==> src/rgp_pkg.sv <==
// Constants, codes and decode helpers for the third-pin function
// mux and the I/O port register. Assumes an AXI4-Lite register bus
// with 32-bit data and 8-bit byte addresses.
//
// Behaviour
// - Bits 4:0 pick pin-2 function; 11101 drives high, 00111, 01000, 01001, 01110 release the pin, other unlisted codes drive low.
// - 00000 outputs the controller clock; 00001 shows wake timer expiry.
// - 00010 drives high while supply is below the low-battery threshold.
// - 00011 makes a direct input; 01010 a direct output from the port bit.
// - 00100 and 00101 make falling and rising edge interrupt inputs.
// - 00110 makes an interrupt input that fires on any level change.
// - 01111 outputs the receive bit clock, 10100 the receive data.
// - 10001 makes the pin a retransmission request input.
// - 10101 outputs receive state, 10110 receive buffer almost full.
// - 10111 and 11000 output the two antenna switch controls.
// - 11001 and 11010 output valid and invalid preamble detected.
// - 11011 outputs sync word detected, 11100 clear channel result.
// - Bits 7:6 of the pin config select the drive strength.
// - Bit 5 enables the pull-up only while the pin is a digital input.
// - Bits 6:4 are read-only interrupt status flags of the three pins.
// - Port bit 3 with chip select high puts the interrupt on serial out.
// - Direct outputs follow port bits 2, 1, 0 for pins 2, 1, 0.
// - Reading a direct input's port bit returns the pin's present level.
package rgp_pkg;
  localparam int ADDR_W = 8;
  localparam logic [5:0] IDX_PIN2_CFG = 6'h0D;
  localparam logic [5:0] IDX_IO_PORT = 6'h0E;
  localparam logic [7:0] PIN2_CFG_RST = 8'h00;
  localparam logic [3:0] IO_PORT_RST = 4'h0;
  localparam int DRV_LO = 6;
  localparam int PUP_BIT = 5;
  localparam int ITSDO_BIT = 3;
  localparam logic [1:0] RESP_OKAY = 2'h0;
  localparam logic [1:0] RESP_SLVERR = 2'h2;
  localparam logic [4:0] F_MCU_CLK = 5'h00;
  localparam logic [4:0] F_WAKE = 5'h01;
  localparam logic [4:0] F_LOW_BATT = 5'h02;
  localparam logic [4:0] F_DIN = 5'h03;
  localparam logic [4:0] F_IRQ_FALL = 5'h04;
  localparam logic [4:0] F_IRQ_RISE = 5'h05;
  localparam logic [4:0] F_IRQ_CHG = 5'h06;
  localparam logic [4:0] F_ADC_IN = 5'h07;
  localparam logic [4:0] F_TEST_N = 5'h08;
  localparam logic [4:0] F_TEST_P = 5'h09;
  localparam logic [4:0] F_DOUT = 5'h0A;
  localparam logic [4:0] F_VREF = 5'h0E;
  localparam logic [4:0] F_RX_CLK = 5'h0F;
  localparam logic [4:0] F_RETX = 5'h11;
  localparam logic [4:0] F_RX_DATA = 5'h14;
  localparam logic [4:0] F_RX_STATE = 5'h15;
  localparam logic [4:0] F_AFULL = 5'h16;
  localparam logic [4:0] F_ANT1 = 5'h17;
  localparam logic [4:0] F_ANT2 = 5'h18;
  localparam logic [4:0] F_PRE_OK = 5'h19;
  localparam logic [4:0] F_PRE_BAD = 5'h1A;
  localparam logic [4:0] F_SYNC = 5'h1B;
  localparam logic [4:0] F_CCA = 5'h1C;
  localparam logic [4:0] F_VDD = 5'h1D;

  // Any mode in which the pin is sampled as a digital input
  function automatic logic fsel_is_input(input logic [4:0] code);
    return (code == F_DIN) || (code == F_IRQ_FALL) || (code == F_IRQ_RISE)
        || (code == F_IRQ_CHG) || (code == F_RETX);
  endfunction

  // Interrupt event for one pin from previous and present samples
  function automatic logic fsel_irq_hit(input logic [4:0] code,
                                        input logic prev,
                                        input logic cur);
    case (code)
      F_IRQ_FALL: return prev & ~cur;
      F_IRQ_RISE: return ~prev & cur;
      F_IRQ_CHG: return prev ^ cur;
      default: return 1'b0;
    endcase
  endfunction
endpackage

==> src/rgp_port.sv <==
// Third-pin function mux, pin control outputs and the I/O port register,
// behind an AXI4-Lite slave. Pins 0 and 1 take their function codes from
// configuration held elsewhere; radio status arrives as synchronous levels.
`timescale 1ns/100ps
module rgp_port
  import rgp_pkg::*;
(
  // Clock, reset, enable
  input wire logic clk_sys_in,
  input wire logic rstn_in,
  input wire logic ce_in,
  // AXI4-Lite write address and data
  input wire logic [ADDR_W-1:0] s_axi_awaddr_in,
  input wire logic s_axi_awvalid_in,
  output logic s_axi_awready_out,
  input wire logic [31:0] s_axi_wdata_in,
  input wire logic [3:0] s_axi_wstrb_in,
  input wire logic s_axi_wvalid_in,
  output logic s_axi_wready_out,
  // AXI4-Lite write response
  output logic [1:0] s_axi_bresp_out,
  output logic s_axi_bvalid_out,
  input wire logic s_axi_bready_in,
  // AXI4-Lite read
  input wire logic [ADDR_W-1:0] s_axi_araddr_in,
  input wire logic s_axi_arvalid_in,
  output logic s_axi_arready_out,
  output logic [31:0] s_axi_rdata_out,
  output logic [1:0] s_axi_rresp_out,
  output logic s_axi_rvalid_out,
  input wire logic s_axi_rready_in,
  // Pins and function codes of pins 0 and 1
  input wire logic [2:0] gpio_in,
  input wire logic [4:0] pin0_function_sel_in,
  input wire logic [4:0] pin1_function_sel_in,
  // Internal sources for the pin-2 mux
  input wire logic mcu_clk_in,
  input wire logic wake_timer_expired_in,
  input wire logic low_batt_in,
  input wire logic rx_bit_clk_in,
  input wire logic rx_data_in,
  input wire logic rx_state_in,
  input wire logic rx_almost_full_in,
  input wire logic ant1_sw_in,
  input wire logic ant2_sw_in,
  input wire logic preamble_valid_in,
  input wire logic preamble_invalid_in,
  input wire logic sync_detected_in,
  input wire logic cca_in,
  // Interrupt request and chip select
  input wire logic irq_request_n_in,
  input wire logic chip_select_n_in,
  // Pin 2 drive
  output logic pin2_out,
  output logic pin2_oe_out,
  output logic pin2_pullup_out,
  output logic [1:0] drive_strength_sel_out,
  // Pins 0 and 1 direct output levels
  output logic direct_io_bit0_out,
  output logic direct_io_bit1_out,
  // Serial data output share
  output logic sdo_irq_out,
  output logic sdo_irq_oe_out,
  // Events toward the radio core
  output logic retx_request_out,
  output logic [2:0] ext_irq_status_out
);

  logic [2:0] sync1_r;
  logic [2:0] sync2_r;
  logic [2:0] prev_r;
  logic [7:0] pin2_cfg_r;
  logic [3:0] io_ctl_r;
  logic [2:0] irq_flag_r;
  logic [2:0] irq_flag_nxt;
  logic awready_r;
  logic wready_r;
  logic bvalid_r;
  logic [1:0] bresp_r;
  logic [ADDR_W-1:0] aw_addr_r;
  logic [7:0] w_byte_r;
  logic w_lane0_r;
  logic arready_r;
  logic rvalid_r;
  logic [1:0] rresp_r;
  logic [31:0] rdata_r;
  logic pin2_r;
  logic pin2_oe_r;
  logic pullup_r;
  logic sdo_r;
  logic sdo_oe_r;
  logic retx_r;

  // Bus decode
  wire aw_fire_w = s_axi_awvalid_in & awready_r;
  wire w_fire_w = s_axi_wvalid_in & wready_r;
  wire b_fire_w = bvalid_r & s_axi_bready_in;
  wire ar_fire_w = s_axi_arvalid_in & arready_r;
  wire r_fire_w = rvalid_r & s_axi_rready_in;
  wire wr_go_w = ~awready_r & ~wready_r & ~bvalid_r;
  wire wr_cfg_w = aw_addr_r[ADDR_W-1:2] == IDX_PIN2_CFG;
  wire wr_io_w = aw_addr_r[ADDR_W-1:2] == IDX_IO_PORT;
  wire rd_cfg_w = s_axi_araddr_in[ADDR_W-1:2] == IDX_PIN2_CFG;
  wire rd_io_w = s_axi_araddr_in[ADDR_W-1:2] == IDX_IO_PORT;
  wire [4:0] fsel2_w = pin2_cfg_r[4:0];
  wire [4:0] fsel1_w = pin1_function_sel_in;
  wire [4:0] fsel0_w = pin0_function_sel_in;

  // Port bit readback: pin level for direct inputs, stored bit otherwise
  wire [2:0] dio_view_w = {
    (fsel2_w == F_DIN) ? sync2_r[2] : io_ctl_r[2],
    (fsel1_w == F_DIN) ? sync2_r[1] : io_ctl_r[1],
    (fsel0_w == F_DIN) ? sync2_r[0] : io_ctl_r[0]};
  wire [7:0] io_view_w = {1'b0, irq_flag_r, io_ctl_r[ITSDO_BIT], dio_view_w};
  wire [7:0] rd_byte_w = rd_cfg_w ? pin2_cfg_r : (rd_io_w ? io_view_w : 8'h00);

  // Edge events of all three pins on synchronised samples
  wire [2:0] irq_hit_w = {
    fsel_irq_hit(fsel2_w, prev_r[2], sync2_r[2]),
    fsel_irq_hit(fsel1_w, prev_r[1], sync2_r[1]),
    fsel_irq_hit(fsel0_w, prev_r[0], sync2_r[0])};
  // Reading the port clears the flags, but a new event in that cycle wins
  wire flag_clr_w = ar_fire_w & rd_io_w;

  assign irq_flag_nxt = irq_hit_w | (irq_flag_r & ~{3{flag_clr_w}});

  // Pin-2 level and direction by function code
  logic pin2_lvl_w;
  logic pin2_oe_w;
  always_comb begin
    pin2_lvl_w = 1'b0;
    pin2_oe_w = 1'b1;
    case (fsel2_w)
      F_MCU_CLK: pin2_lvl_w = mcu_clk_in;
      F_WAKE: pin2_lvl_w = wake_timer_expired_in;
      F_LOW_BATT: pin2_lvl_w = low_batt_in;
      F_DOUT: pin2_lvl_w = io_ctl_r[2];
      F_RX_CLK: pin2_lvl_w = rx_bit_clk_in;
      F_RX_DATA: pin2_lvl_w = rx_data_in;
      F_RX_STATE: pin2_lvl_w = rx_state_in;
      F_AFULL: pin2_lvl_w = rx_almost_full_in;
      F_ANT1: pin2_lvl_w = ant1_sw_in;
      F_ANT2: pin2_lvl_w = ant2_sw_in;
      F_PRE_OK: pin2_lvl_w = preamble_valid_in;
      F_PRE_BAD: pin2_lvl_w = preamble_invalid_in;
      F_SYNC: pin2_lvl_w = sync_detected_in;
      F_CCA: pin2_lvl_w = cca_in;
      F_VDD: pin2_lvl_w = 1'b1;
      // Analog uses are served outside; the digital driver lets go
      F_ADC_IN, F_TEST_N, F_TEST_P, F_VREF: pin2_oe_w = 1'b0;
      default: pin2_oe_w = ~fsel_is_input(fsel2_w);
    endcase
  end

  // Pin input synchronisers; only sync2_r and its delayed copy prev_r feed any logic
  always_ff @(posedge clk_sys_in or negedge rstn_in) begin
    if (!rstn_in) begin
      sync1_r <= 3'h0;
      sync2_r <= 3'h0;
      prev_r <= 3'h0;
    end else if (ce_in) begin
      sync1_r <= gpio_in;
      sync2_r <= sync1_r;
      prev_r <= sync2_r;
    end
  end

  always_ff @(posedge clk_sys_in or negedge rstn_in) begin
    if (!rstn_in) begin
      irq_flag_r <= 3'h0;
    end else if (ce_in) begin
      irq_flag_r <= irq_flag_nxt;
    end
  end

  // Register writes land once both address and data are held
  always_ff @(posedge clk_sys_in or negedge rstn_in) begin
    if (!rstn_in) begin
      pin2_cfg_r <= PIN2_CFG_RST;
      io_ctl_r <= IO_PORT_RST;
    end else if (ce_in && wr_go_w && w_lane0_r) begin
      if (wr_cfg_w) begin
        pin2_cfg_r <= w_byte_r;
      end
      if (wr_io_w) begin
        io_ctl_r <= w_byte_r[3:0];
      end
    end
  end

  // Write channel: one write in flight, channels taken in any order
  always_ff @(posedge clk_sys_in or negedge rstn_in) begin
    if (!rstn_in) begin
      awready_r <= 1'b1;
      wready_r <= 1'b1;
      bvalid_r <= 1'b0;
      bresp_r <= RESP_OKAY;
      aw_addr_r <= '0;
      w_byte_r <= 8'h00;
      w_lane0_r <= 1'b0;
    end else if (ce_in) begin
      if (aw_fire_w) begin
        awready_r <= 1'b0;
        aw_addr_r <= s_axi_awaddr_in;
      end
      if (w_fire_w) begin
        wready_r <= 1'b0;
        w_byte_r <= s_axi_wdata_in[7:0];
        w_lane0_r <= s_axi_wstrb_in[0];
      end
      if (wr_go_w) begin
        bvalid_r <= 1'b1;
        bresp_r <= (wr_cfg_w | wr_io_w) ? RESP_OKAY : RESP_SLVERR;
      end
      if (b_fire_w) begin
        bvalid_r <= 1'b0;
        awready_r <= 1'b1;
        wready_r <= 1'b1;
      end
    end
  end

  // Read channel: data registered at the address handshake
  always_ff @(posedge clk_sys_in or negedge rstn_in) begin
    if (!rstn_in) begin
      arready_r <= 1'b1;
      rvalid_r <= 1'b0;
      rresp_r <= RESP_OKAY;
      rdata_r <= 32'h0000_0000;
    end else if (ce_in) begin
      if (ar_fire_w) begin
        arready_r <= 1'b0;
        rvalid_r <= 1'b1;
        rdata_r <= {24'h00_0000, rd_byte_w};
        rresp_r <= (rd_cfg_w | rd_io_w) ? RESP_OKAY : RESP_SLVERR;
      end
      if (r_fire_w) begin
        rvalid_r <= 1'b0;
        arready_r <= 1'b1;
      end
    end
  end

  // Pin drive flops; clock and data paths share one delay, so the host's
  // sampling relation between them survives
  always_ff @(posedge clk_sys_in or negedge rstn_in) begin
    if (!rstn_in) begin
      pin2_r <= 1'b0;
      pin2_oe_r <= 1'b0;
      pullup_r <= 1'b0;
      retx_r <= 1'b0;
    end else if (ce_in) begin
      pin2_r <= pin2_lvl_w;
      pin2_oe_r <= pin2_oe_w;
      pullup_r <= pin2_cfg_r[PUP_BIT] & fsel_is_input(fsel2_w);
      retx_r <= (fsel2_w == F_RETX) & sync2_r[2];
    end
  end

  // Interrupt shares the serial output only while the host is deselected
  always_ff @(posedge clk_sys_in or negedge rstn_in) begin
    if (!rstn_in) begin
      sdo_r <= 1'b1;
      sdo_oe_r <= 1'b0;
    end else if (ce_in) begin
      sdo_r <= irq_request_n_in;
      sdo_oe_r <= io_ctl_r[ITSDO_BIT] & chip_select_n_in;
    end
  end

  assign s_axi_awready_out = awready_r;
  assign s_axi_wready_out = wready_r;
  assign s_axi_bvalid_out = bvalid_r;
  assign s_axi_bresp_out = bresp_r;
  assign s_axi_arready_out = arready_r;
  assign s_axi_rvalid_out = rvalid_r;
  assign s_axi_rresp_out = rresp_r;
  assign s_axi_rdata_out = rdata_r;
  assign pin2_out = pin2_r;
  assign pin2_oe_out = pin2_oe_r;
  assign pin2_pullup_out = pullup_r;
  assign drive_strength_sel_out = pin2_cfg_r[DRV_LO+1:DRV_LO];
  assign direct_io_bit0_out = io_ctl_r[0];
  assign direct_io_bit1_out = io_ctl_r[1];
  assign sdo_irq_out = sdo_r;
  assign sdo_irq_oe_out = sdo_oe_r;
  assign retx_request_out = retx_r;
  assign ext_irq_status_out = irq_flag_r;
endmodule

==> config.mk <==
export PLATFORM = sky130hd
export DESIGN_NAME = rgp_port
export DESIGN_NICKNAME = d
export VERILOG_FILES = /design/src/rgp_pkg.sv /design/src/rgp_port.sv
export SDC_FILE = /design/constraint.sdc
export NUM_CORES = 1
export LEC_CHECK = 0
export BUFFER_PORTS_ARGS = -buffer_cell sky130_fd_sc_hd__buf_2
export CAP_MARGIN = 20
export CELL_PAD_IN_SITES_DETAIL_PLACEMENT = 0
export CELL_PAD_IN_SITES_GLOBAL_PLACEMENT = 1
export CORE_ASPECT_RATIO = 1.2
export CORE_MARGIN = 1
export CORE_UTILIZATION = 38
export DETAILED_ROUTE_END_ITERATION = 10
export PLACE_DENSITY = 0.82
export SYNTH_ARGS = -nofsm -noshare
export SYNTH_HDL_FRONTEND = slang
export SYNTH_SLANG_ARGS = --single-unit
==> constraint.sdc <==
create_clock -name clk_sys_in -period 2.35 [get_ports clk_sys_in]
set_input_delay 0.1175 -clock clk_sys_in [delete_from_list [all_inputs] [get_ports clk_sys_in]]
set_output_delay 0.1175 -clock clk_sys_in [all_outputs]
set_load 0.01 [all_outputs]
==> impl_metrics.csv <==
group,metric,value,unit
yosys,synth-seq-area-share,0.4780,
yosys,async_flop_share,1.000,
yosys,synth.area.top_cells,"dfrtp_1, mux2_2, buf_4",
detailed_routing,vias,2415,
clock_tree,cts_setup_buffers,0,
timing,max_freq,571.4,MHz
clock_tree,h-tree-depth,3,
detailed_routing,wl,6751,um
timing,maxSlewViolCount,0,
yosys,synth-seq-cells,60,
worst_setup_path,regToRegSetupSlack,0.60,ns
timing,worst_pin_slew,0.6794,ns
yosys,synth.distinct_cells,50,
placed_design,hpwl,4970,um
clock_tree,cts_buffer_depth,2,
yosys,syn-cell-area,3152,um^2
detailed_routing,ant_nets,0,
floorplanning,ioPinCount,142,
floorplanning,rows,36,
global_route,grt_max_degree,28,
clock_tree,cts_tree,"yes",
final_layout,fin_util,0.4828,
yosys,syn_avg_cell_area,11.02,um^2
timing,relSlewSlack,0.5451,
final_layout,drive_gt1_frac,0.3824,
power_and_ir_drop,p_leak,1.924,nW
clock_tree,cts.sinks,60,
floorplanning,design.core.area,8063,um^2
worst_setup_path,crit_type,"reg2reg",
floorplanning,die_h,101.8,um
global_route,overflow,0,
timing,skew,0.01075,ns
worst_setup_path,endpoint_kind,"register",
power_and_ir_drop,power_density,820.7,nW/um^2
timing,rsz0062_at_grt,"false",
floorplanning,die_area,8664,um^2
final_layout,nets,477,
final_layout,areaGrowthSynthToFinish,23.50,%
timing,period_share,0.7447,
worst_setup_path,worstPathMaxFanout,8,
placed_design,routabilityCongestion,0.7291,
timing,final.min_clock_period,1.750,ns
global_route,grt_pass1_vias,2382,
yosys,synthTopCellsByCount,"dfrtp_1, buf_4, nand2_1",
yosys,synthCells,286,
placed_design,numPortBuffers,84,
timing,finalHoldViolations,0,
global_route,antenna_found_initial,0,
detailed_routing,drc,0,
outcome,outcome,"finished clean",
final_layout,insertedDiodeCount,0,
yosys,synth_top_area_frac,0.4446,
clock_tree,cts-root-buf,"clkbuf_8",
final_layout,fill_cells,739,
yosys,yosys.area.top_type,"dfrtp_1",
clock_tree,clkTransAtPathRegs,0.07,ns
yosys,yosysWarnings,0,
worst_setup_path,startpoint_type,"register",
global_route,grt_use_met3,0.05786,
floorplanning,die_w,85.14,um
worst_setup_path,crit_arrival,1.96,ns
floorplanning,start_util,0.3909,
timing,tns,0,ns
global_route,grtUsageMet1,0.2031,
global_route,grt_busiest_layer,"met2",
detailed_routing,dr.pass1.iters,4,
job,maxCapViolCount,0,
detailed_routing,first_iter_violations,94,
global_route,grt_pass1_wl,11210,um
power_and_ir_drop,power,3.195,mW
yosys,synth-edff-count,0,
detailed_routing,wire_per_inst,14.01,um
power_and_ir_drop,ir_worst_vdd,0.6645,mV
min_path,min_path_type,"in2reg",
yosys,synthFlopType,"dfrtp_1",
timing,finalSetupViolCount,0,
yosys,synth.most_common_cell,"dfrtp_1",
detailed_routing,viasPerCell,5.010,
clock_tree,clock_latency,0.33,ns
global_route,track_usage,0.1687,
global_route,grtUsageMet2,0.2779,
clock_tree,cts_buffers,9,
worst_setup_path,required,2.56,ns
## power breakdown
group	total, mW	switching [mW]	internal [mW]
sequential	1.49	0.216	1.27
clock	1.04	0.394	0.647
combinational	0.663	0.292	0.371
total	3.19	0.902	2.29
## area by class of cell
class / count / area [um^2] / share of cell area
clock buffer: 11 / 151.4 / 0.03889
clock inverter: 4 / 72.57 / 0.01864
inverter: 14 / 52.55 / 0.01350
multi-input combinational: 198 / 1430 / 0.3674
sequential: 60 / 1506 / 0.3870
tap: 95 / 118.9 / 0.03054
timing repair buffer: 100 / 560.5 / 0.1440
## path summary, 6_finish.rpt
kind / startpoint / depth (start not counted) / endpoint
worst max-delay path: s_axi_bvalid_out / 4 / pin2_cfg_r[1]
worst min-delay path: irq_request_n_in / 2 / sdo_irq_out
worst max register to register: s_axi_bvalid_out / 4 / pin2_cfg_r[1]
max in group asynchronous: rstn_in / 3 / s_axi_wready_out
min in group asynchronous: rstn_in / 2 / sync1_r[1]
worst min register to register: s_axi_rresp_out[1] / 2 / s_axi_rresp_out[1]
## timing repair
item | 4_1_cts | 5_1_grt
resized for setup | 0 | 0
hold endpoints to repair | 23 | 1
hold buffers | 7 | 1
## sequential cells by signal (all words and copies together), names as in the netlist, 3 cells and up
register            flops
aw_addr_r               6
ext_irq_status_out      3
io_ctl_r                4
pin2_cfg_r              8
prev_r                  3
s_axi_rdata_out         8
sync1_r                 3
sync2_r                 3
w_byte_r                8
## critical path: stages (launching register included)
cell,delay [ns]
dfrtp_1,0.45
nor4b_4,0.36
and3_2,0.28
nand3b_4,0.20
mux2_4,0.35
## layer usage
metal / part of all wire / wire length [um] / vias to the layer above
met5: 0 / 0 / -
met4: 0.025 / 170 / 0
met2: 0.47 / 3159 / 93
met3: 0.077 / 521 / 11
li1: - / - / 1153
met1: 0.43 / 2900 / 1158
## placed cells by master, fill, tap and decap left out, types with 5 or more instances in the layout
cell,instances
clkbuf_8,11
buf_4,8
inv_1,14
nand2_1,28
nor2_1,12
mux2_2,22
nand3_1,7
a22oi_1,7
mux2_1,5
ha_1,6
dlygate4sd3_1,8
dfrtp_1,56
conb_1,26
o21ai_1,9
mux2_4,8
buf_2,84
o21ai_0,10
a31oi_1,5
## metrics by stage
step | cells | setup slack (ns) | hold WS (ns) | cell area (um^2)
global placement | 459 | 0.6261 | 0.1139 | 3588
floorplan | 311 | 0.7057 | -0.1781 | 3246
global route | 482 | 0.4371 | 0.005342 | 3892
finish | 482 | 0.5999 | 0.01852 | 3892
detailed placement | 459 | 0.6057 | 0.1135 | 3588
CTS | 481 | 0.5930 | 0.001103 | 3882
## logic make-up (layout without fill, tap and decap cells)
kind of cell / after synthesis / in the layout / share of synthesized area
multiplexers: 38 / 38 / 0.1481
XOR/XNOR: 2 / 2 / 0.005559
AND/OR/NAND/NOR: 72 / 72 / 0.1302
buffers and inverters: 53 / 129 / 0.09806
adder cells (fa/ha/maj): 6 / 6 / 0.02382
other: 1 / 26 / 0.001190
flip-flops: 60 / 60 / 0.4780
AO/OA/AOI/OAI: 54 / 54 / 0.1151
(Power assumes the default switching activity.)
